--- src/verilog/tws_pkg.sv ---
// Purpose: shared constants and types for the weighted round-robin queue scheduler
// Assumes: 32-bit register port, 16 transmit queues, 16-entry ring
// Notes: each map word holds four entries of one byte, queue select low nibble

package tws_pkg;

    // register port widths
    localparam int unsigned ADDR_W = 8;
    localparam int unsigned DATA_W = 32;

    // register offsets (byte addresses)
    localparam logic [7:0] OFS_MAP_ZERO = 8'h00;
    localparam logic [7:0] OFS_MAP_ONE = 8'h04;
    localparam logic [7:0] OFS_MAP_TWO = 8'h08;
    localparam logic [7:0] OFS_MAP_THREE = 8'h0C;
    localparam logic [7:0] OFS_CTRL = 8'h10;
    localparam logic [7:0] OFS_STATUS = 8'h14;

    // reset values: entry n points at queue n, one message each
    localparam logic [31:0] RST_MAP_ZERO = 32'h03020100;
    localparam logic [31:0] RST_MAP_ONE = 32'h07060504;
    localparam logic [31:0] RST_MAP_TWO = 32'h0B0A0908;
    localparam logic [31:0] RST_MAP_THREE = 32'h0F0E0D0C;
    localparam logic RST_ENABLE = 1'b0;

    // field positions of the four entries inside one map word
    localparam int unsigned FIELD_W = 4;
    localparam int unsigned LANE0_Q_LSB = 0;
    localparam int unsigned LANE0_B_LSB = 4;
    localparam int unsigned LANE1_Q_LSB = 8;
    localparam int unsigned LANE1_B_LSB = 12;
    localparam int unsigned LANE2_Q_LSB = 16;
    localparam int unsigned LANE2_B_LSB = 20;
    localparam int unsigned LANE3_Q_LSB = 24;
    localparam int unsigned LANE3_B_LSB = 28;

    // control and status fields
    localparam int unsigned CTRL_ENABLE_BIT = 0;
    localparam int unsigned STAT_ENTRY_LSB = 0;
    localparam int unsigned STAT_COUNT_LSB = 4;
    localparam int unsigned STAT_QUEUE_LSB = 8;
    localparam int unsigned STAT_BURST_LSB = 12;
    localparam int unsigned STAT_BUSY_BIT = 16;

    // one ring entry as decoded
    typedef struct packed {
        logic [3:0] burst;
        logic [3:0] queue;
    } tws_entry_s;

    // the four map words
    typedef struct packed {
        logic [31:0] three;
        logic [31:0] two;
        logic [31:0] one;
        logic [31:0] zero;
    } tws_map_s;

    typedef enum logic {
        ST_IDLE = 1'b0,
        ST_SERVE = 1'b1
    } tws_state_e;

    // pick one entry out of a map word
    function automatic tws_entry_s lane_entry(input logic [31:0] word, input int unsigned q_lsb,
                                              input int unsigned b_lsb);
        tws_entry_s ent;
        ent.queue = word[q_lsb +: FIELD_W];
        ent.burst = word[b_lsb +: FIELD_W];
        return ent;
    endfunction : lane_entry

    // ring successor, fifteen wraps to zero
    function automatic logic [3:0] ring_next(input logic [3:0] entry);
        return 4'(entry + 4'h1);
    endfunction : ring_next

endpackage : tws_pkg

--- src/verilog/tws_scheduler.sv ---
// Purpose: weighted round-robin choice among 16 transmit descriptor queues
// Assumes: queue pending flags and done strobe come from logic on I_CLK
// Notes: registers reached over a plain strobe port, read data one cycle later
//
// The placing of the registers and the strobed register port are this design's own decisions.

// How it works
// - any queue select value 0 to 15 steers service to that queue
// - burst field value n means n plus one contiguous messages
// - entry five: word one bits 11-8 queue, 15-12 burst; then six
// - entry six: word one bits 19-16 queue, 23-20 burst; then seven
// - entry seven: word one bits 27-24 queue, 31-28 burst; then eight
// - entry eight: word two bits 3-0 queue, 7-4 burst; then nine
// - entry nine: word two bits 11-8 queue, 15-12 burst; then ten
// - entry ten: word two bits 19-16 queue, 23-20 burst; then eleven
// - entry eleven: word two bits 27-24 queue, 31-28 burst; then twelve
// - entry twelve: word three bits 3-0 queue, 7-4 burst; then thirteen
// - entry thirteen: word three bits 11-8 queue, 15-12 burst; then fourteen
// - entry fourteen: word three bits 19-16 queue, 23-20 burst; then fifteen
// - after entry fifteen the ring wraps to entry zero
module tws_scheduler (
    // clock and reset
    input wire logic I_CLK,
    input wire logic I_RST,
    // register port
    input wire logic [7:0] I_ADDR,
    input wire logic [31:0] I_WDATA,
    input wire logic I_WR,
    input wire logic I_RD,
    output logic [31:0] O_RDATA,
    // queue side
    input wire logic [15:0] I_QUEUE_PENDING,
    input wire logic I_DESC_DONE,
    output logic O_GRANT_VALID,
    output logic [3:0] O_GRANT_QUEUE,
    output logic [3:0] O_ENTRY,
    output logic [3:0] O_MSG_COUNT
);

    tws_pkg::tws_map_s map;
    logic enable;
    tws_pkg::tws_state_e state;
    tws_pkg::tws_state_e next_state;
    logic [3:0] cur_entry;
    logic [3:0] cur_queue;
    logic [3:0] cur_burst;
    logic [3:0] count;
    logic [3:0] next_entry;
    tws_pkg::tws_entry_s next_ent;
    logic serving;
    logic skip;
    logic burst_end;
    logic advance;
    logic took;
    logic [31:0] status_word;

    // register writes
    always_ff @(posedge I_CLK) begin
        if (I_RST) begin
            map.zero <= tws_pkg::RST_MAP_ZERO;
            map.one <= tws_pkg::RST_MAP_ONE;
            map.two <= tws_pkg::RST_MAP_TWO;
            map.three <= tws_pkg::RST_MAP_THREE;
            enable <= tws_pkg::RST_ENABLE;
        end else if (I_WR) begin
            case (I_ADDR)
                tws_pkg::OFS_MAP_ZERO: map.zero <= I_WDATA;
                tws_pkg::OFS_MAP_ONE: map.one <= I_WDATA;
                tws_pkg::OFS_MAP_TWO: map.two <= I_WDATA;
                tws_pkg::OFS_MAP_THREE: map.three <= I_WDATA;
                tws_pkg::OFS_CTRL: enable <= I_WDATA[tws_pkg::CTRL_ENABLE_BIT];
                default: enable <= enable;
            endcase
        end
    end

    // status word
    always_comb begin
        status_word = '0;
        status_word[tws_pkg::STAT_ENTRY_LSB +: 4] = cur_entry;
        status_word[tws_pkg::STAT_COUNT_LSB +: 4] = count;
        status_word[tws_pkg::STAT_QUEUE_LSB +: 4] = cur_queue;
        status_word[tws_pkg::STAT_BURST_LSB +: 4] = cur_burst;
        status_word[tws_pkg::STAT_BUSY_BIT] = serving;
    end

    // register reads, data in the following cycle only
    always_ff @(posedge I_CLK) begin
        if (I_RST || !I_RD) begin
            O_RDATA <= '0;
        end else begin
            case (I_ADDR)
                tws_pkg::OFS_MAP_ZERO: O_RDATA <= map.zero;
                tws_pkg::OFS_MAP_ONE: O_RDATA <= map.one;
                tws_pkg::OFS_MAP_TWO: O_RDATA <= map.two;
                tws_pkg::OFS_MAP_THREE: O_RDATA <= map.three;
                tws_pkg::OFS_CTRL: O_RDATA <= {31'h00000000, enable};
                tws_pkg::OFS_STATUS: O_RDATA <= status_word;
                default: O_RDATA <= '0;
            endcase
        end
    end

    // advance decision
    always_comb begin
        serving = (state == tws_pkg::ST_SERVE);
        skip = serving && !I_QUEUE_PENDING[cur_queue];
        took = serving && I_QUEUE_PENDING[cur_queue] && I_DESC_DONE;
        burst_end = took && (count == cur_burst);
        advance = skip || burst_end;
        next_entry = advance ? tws_pkg::ring_next(cur_entry) : cur_entry;
        next_state = enable ? tws_pkg::ST_SERVE : tws_pkg::ST_IDLE;
    end

    // field lookup for the entry about to be current
    tws_entry_decode u_decode (
        .i_map(map),
        .i_entry(next_entry),
        .o_entry(next_ent)
    );

    // state
    always_ff @(posedge I_CLK) begin
        if (I_RST) begin
            state <= tws_pkg::ST_IDLE;
        end else begin
            state <= next_state;
        end
    end

    // ring position and its fields, refreshed every cycle
    always_ff @(posedge I_CLK) begin
        if (I_RST) begin
            cur_entry <= 4'h0;
            cur_queue <= 4'h0;
            cur_burst <= 4'h0;
        end else begin
            cur_entry <= next_entry;
            cur_queue <= next_ent.queue;
            cur_burst <= next_ent.burst;
        end
    end

    // messages taken within the current burst
    always_ff @(posedge I_CLK) begin
        if (I_RST || advance || !serving) begin
            count <= 4'h0;
        end else if (took) begin
            count <= 4'(count + 4'h1);
        end
    end

    // registered outputs
    always_ff @(posedge I_CLK) begin
        if (I_RST) begin
            O_GRANT_VALID <= 1'b0;
            O_GRANT_QUEUE <= 4'h0;
            O_ENTRY <= 4'h0;
            O_MSG_COUNT <= 4'h0;
        end else begin
            O_GRANT_VALID <= (next_state == tws_pkg::ST_SERVE);
            O_GRANT_QUEUE <= next_ent.queue;
            O_ENTRY <= next_entry;
            O_MSG_COUNT <= (advance || !serving) ? 4'h0 : (took ? 4'(count + 4'h1) : count);
        end
    end
endmodule : tws_scheduler

--- src/verilog/tws_entry_decode.sv ---
// Purpose: selects the queue and burst fields of one ring entry
// Assumes: map words laid out one byte per entry
// Notes: purely combinational

module tws_entry_decode (
    // map contents
    input wire tws_pkg::tws_map_s i_map,
    // entry index
    input wire logic [3:0] i_entry,
    // decoded entry
    output tws_pkg::tws_entry_s o_entry
);

    always_comb begin
        case (i_entry)
            4'h0: o_entry = tws_pkg::lane_entry(i_map.zero, tws_pkg::LANE0_Q_LSB, tws_pkg::LANE0_B_LSB);
            4'h1: o_entry = tws_pkg::lane_entry(i_map.zero, tws_pkg::LANE1_Q_LSB, tws_pkg::LANE1_B_LSB);
            4'h2: o_entry = tws_pkg::lane_entry(i_map.zero, tws_pkg::LANE2_Q_LSB, tws_pkg::LANE2_B_LSB);
            4'h3: o_entry = tws_pkg::lane_entry(i_map.zero, tws_pkg::LANE3_Q_LSB, tws_pkg::LANE3_B_LSB);
            4'h4: o_entry = tws_pkg::lane_entry(i_map.one, tws_pkg::LANE0_Q_LSB, tws_pkg::LANE0_B_LSB);
            4'h5: o_entry = tws_pkg::lane_entry(i_map.one, tws_pkg::LANE1_Q_LSB, tws_pkg::LANE1_B_LSB);
            4'h6: o_entry = tws_pkg::lane_entry(i_map.one, tws_pkg::LANE2_Q_LSB, tws_pkg::LANE2_B_LSB);
            4'h7: o_entry = tws_pkg::lane_entry(i_map.one, tws_pkg::LANE3_Q_LSB, tws_pkg::LANE3_B_LSB);
            4'h8: o_entry = tws_pkg::lane_entry(i_map.two, tws_pkg::LANE0_Q_LSB, tws_pkg::LANE0_B_LSB);
            4'h9: o_entry = tws_pkg::lane_entry(i_map.two, tws_pkg::LANE1_Q_LSB, tws_pkg::LANE1_B_LSB);
            4'hA: o_entry = tws_pkg::lane_entry(i_map.two, tws_pkg::LANE2_Q_LSB, tws_pkg::LANE2_B_LSB);
            4'hB: o_entry = tws_pkg::lane_entry(i_map.two, tws_pkg::LANE3_Q_LSB, tws_pkg::LANE3_B_LSB);
            4'hC: o_entry = tws_pkg::lane_entry(i_map.three, tws_pkg::LANE0_Q_LSB, tws_pkg::LANE0_B_LSB);
            4'hD: o_entry = tws_pkg::lane_entry(i_map.three, tws_pkg::LANE1_Q_LSB, tws_pkg::LANE1_B_LSB);
            4'hE: o_entry = tws_pkg::lane_entry(i_map.three, tws_pkg::LANE2_Q_LSB, tws_pkg::LANE2_B_LSB);
            4'hF: o_entry = tws_pkg::lane_entry(i_map.three, tws_pkg::LANE3_Q_LSB, tws_pkg::LANE3_B_LSB);
            default: o_entry = '0;
        endcase
    end

endmodule : tws_entry_decode

--- config.mk ---
export PLATFORM = sky130hd
export DESIGN_NAME = tws_scheduler
export DESIGN_NICKNAME = d
export VERILOG_FILES = /design/src/verilog/tws_pkg.sv /design/src/verilog/tws_scheduler.sv /design/src/verilog/tws_entry_decode.sv
export SDC_FILE = /design/constraint.sdc
export NUM_CORES = 1
export LEC_CHECK = 0
export ABC_AREA = 1
export BUFFER_PORTS_ARGS = -buffer_cell sky130_fd_sc_hd__buf_2
export CAP_MARGIN = 30
export CORE_ASPECT_RATIO = 0.8
export CORE_UTILIZATION = 35
export DETAILED_ROUTE_END_ITERATION = 16
export PLACE_DENSITY = 0.62
export SYNTH_ARGS = -nofsm -noshare
export SYNTH_HDL_FRONTEND = slang
export SYNTH_SLANG_ARGS = --single-unit
--- constraint.sdc ---
create_clock -name I_CLK -period 3.1 [get_ports I_CLK]
set_clock_uncertainty 0.15 [all_clocks]
set_input_delay 0.155 -clock I_CLK [delete_from_list [all_inputs] [get_ports I_CLK]]
set_output_delay 0.155 -clock I_CLK [all_outputs]
set_load 0.01 [all_outputs]
==> impl_metrics.ini <==
[cells_and_area]
syn2layout_area_growth_pct = 20.5
final_area_sq_um = 10200
drive_gt1_share_pct = 16.1
postLayoutCoreUtil_pct = 43.2
antenna_cells = 0
layoutNonFillerInstCount = 1563
final_nets = 1301

[clocking]
cts_made_buffers = 17
clkLatencyLatePin_ns = 0.43
htree_levels = 4
clkTransAtPathRegs_ns = 0.07
cts-root-buf = clkbuf_16
tritoncts = done
max-clock-path-buffers = 2
cts_sinks = 182

[die]
core_area_sq_um = 23600
start_util_pct = 35.9
die_h_um = 141
dieArea_sq_um = 24800
die_x_um = 176
num_rows = 50
num_io_pins = 106

[grt]
antenna_found_initial = 1
grt_pass1_wl_um = 44800
grt.total_usage_pct = 23.7
grt_start_max_net_pins = 78
grt_pass1_vias = 7895
grt.overflow.total = 0

[run]
drv_cap = 0

[synthesis]
synth_flop_cell = dfxtp_1
synthCells = 1134
synth_edf_count = 0
synth_top_family_by_area = simple AND/OR/NAND/NOR gates
post_synth_xor_area_fraction_pct = 0.414
syn-num-nets = 1197
yosysTopAreaCell = dfxtp_1
synth_mux_area_share_pct = 0
synth-seq-cells = 182
synth_cell_types = 37
synth_top_area_share_pct = 43.1
avgSynthCellArea_sq_um = 7.46
synthArstFlopShare_pct = 0
netlist_area_sq_um = 8460
synth_adder_area_share_pct = 0.296
synth_most_common_cell = nand2_1
synth_compound_area_share_pct = 20.9
ys_top_cells_by_area = dfxtp_1 43%, nand3_1 9.5%, nand2_1 8.4%
synth_top_cells_by_count = 190 x nand2_1, 182 x dfxtp_1, 160 x nand3_1
synthSimpleGateAreaFrac_pct = 26.6
ys.warnings.count = 0
ys_seq_area_share_pct = 43.1

[worst_setup_path]
worst_path_largest_cell_delay_ns = 0.51
crit_fanout = 32
crit_slowest_cell = dfxtp_2
cp.required_ns = 3.31
crit_top_cell = nand2_1
crit_chain = inv_4, nand2_1, nand2_1, nand2_1, nand3_1, nand3_1, nand2_2, nand2_4, nand2_4, nand2_1, nand2_2, nor2_4, buf_4, nand3_1, nand2_1, nor2_1, nand2_1, nor2_1, nor2_1
crit_arrival_ns = 2.85
path_delay_family = simple AND/OR/NAND/NOR gates
path_buf_inv = 2
end_kind = register
worstSetupStartpointType = register
critical_path_class = reg -> reg

[route]
routed_wl_um = 29200
vias = 8489
first_pass_iters = 5
wl_met2_um = 13500
dr_wl_met3_um = 2210
wl_per_cell_um = 18.7
drt_iter0_markers = 919
ant_nets = 0
top_layer_used = met5
vias_per_cell = 5.43
drc = 0
wl_met1_um = 13100

[placed_design]
place_area_sq_um = 9220
routabilityCongestion = 0.895
io_buffers = 105
hpwlAfterDp_um = 20000
place_inst = 1496

[sta]
hold_viol_final = 0
tightestPinTransition_ns = 0.877
timing.final.crit_period_ns = 2.64
max-slew-margin-rel_pct = 41.4
setup_violations = 0
tns_ns = 0
rsz0062_at_grt = false
timing.fmax_mhz = 378
final_max_slew_viol_count = 0
post-route-period-util_pct = 85.2

[hold_path]
hold_path_class = in -> reg

[power]
p_leak_nw = 4.41
ir_drop_mv = 0.351
powerDensity_nw_per_um2 = 478

[outcome]
status = finished, final reports clean
report_power, final:
group	internal, mW	total (mW)	switching (mW)	leakage (nW)
clock network	1.32	2.33	1.01	0.303
logic	0.0791	0.198	0.119	2.64
registers	2.34	2.35	0.00494	1.47
through the flow:
step	hold WS [ns]	power (mW)	setup WS (ns)
3_3_place_gp	0.249	2.56	0.363
3_5_place_dp	0.247	2.56	0.302
6_report	0.0302	4.87	0.458
2_1_floorplan	0.118	2.48	0.935
5_1_grt	0.0480	5.02	0.197
4_1_cts	0.00472	4.91	0.280
cells in the final DEF (no fill, tap or decap), types with 4 or more instances in the layout:
cell / n
buf_4: 21
nand3_1: 160
a21oi_1: 98
o21ai_1: 6
a32o_1: 15
o22ai_1: 5
nor3_1: 4
o211ai_1: 24
dfxtp_1: 181
o21ai_0: 81
inv_2: 7
nand2_4: 4
a221oi_1: 20
nand2_2: 10
buf_12: 4
clkbuf_16: 17
a31oi_1: 16
buf_2: 105
nor2_1: 100
nand2_1: 190
nor2_4: 9
a211oi_1: 23
inv_1: 77
dlygate4sd3_1: 35
worst register-to-register path: stages, from the launching register on:
cell and delay, ns:
dfxtp_2 0.51, inv_4 0.09, nand2_1 0.07, nand2_1 0.05, nand2_1 0.05, nand3_1 0.06
nand3_1 0.08, nand2_2 0.07, nand2_4 0.11, nand2_4 0.10, nand2_1 0.11, nand2_2 0.10
nor2_4 0.11, buf_4 0.35, nand3_1 0.18, nand2_1 0.12, nor2_1 0.04, nand2_1 0.06
nor2_1 0.04, nor2_1 0.10
cells by family after synthesis:
kind of cell | count (synthesis)
simple gates | 489
compound gates | 292
flops | 182
buf+inv | 165
xor+xnor | 4
fa+ha+maj | 2
layer usage:
metal  global-route usage, %  up-vias
met5                       0        -
met3                    4.40       31
met2                    37.8      373
met1                    32.2     3986
li1                        -     4097
met4                    7.32        2
layout make-up:
cell class	count	area, sq um
Clock buffer	18	439
Clock inverter	14	188
Fill cell	2431	13400
Inverter	85	322
Multi-Input combinational cell	787	4100
Sequential cell	182	3640
Tap cell	312	390
Timing Repair Buffer	165	1110
registers in the layout, indices dropped and copies added (netlist names):
signal,count
enable,1
O_ENTRY,4
O_MSG_COUNT,4
count,4
O_GRANT_VALID,1
O_GRANT_QUEUE,4
cur_burst,4
O_RDATA,32
map,128
worst paths after layout:
path / start / to / slack [ns] / cells past startpoint
setup / recovery: O_GRANT_QUEUE[0] / O_GRANT_QUEUE[1] / 0.46 / 19
hold / removal: I_RST / O_RDATA[10] / 0.03 / 4
setup reg to reg: O_GRANT_QUEUE[0] / O_GRANT_QUEUE[1] / 0.46 / 19
hold reg to reg: enable / O_GRANT_VALID / 0.31 / 2
what timing repair did:
action,CTS,global route
setup buffers,0,0
endpoints found under the hold margin,132,0
gates resized for setup,0,1
hold buffers,35,0
endpoints found under the setup margin,0,1
No activity file was read; power rests on OpenSTA's default activity.
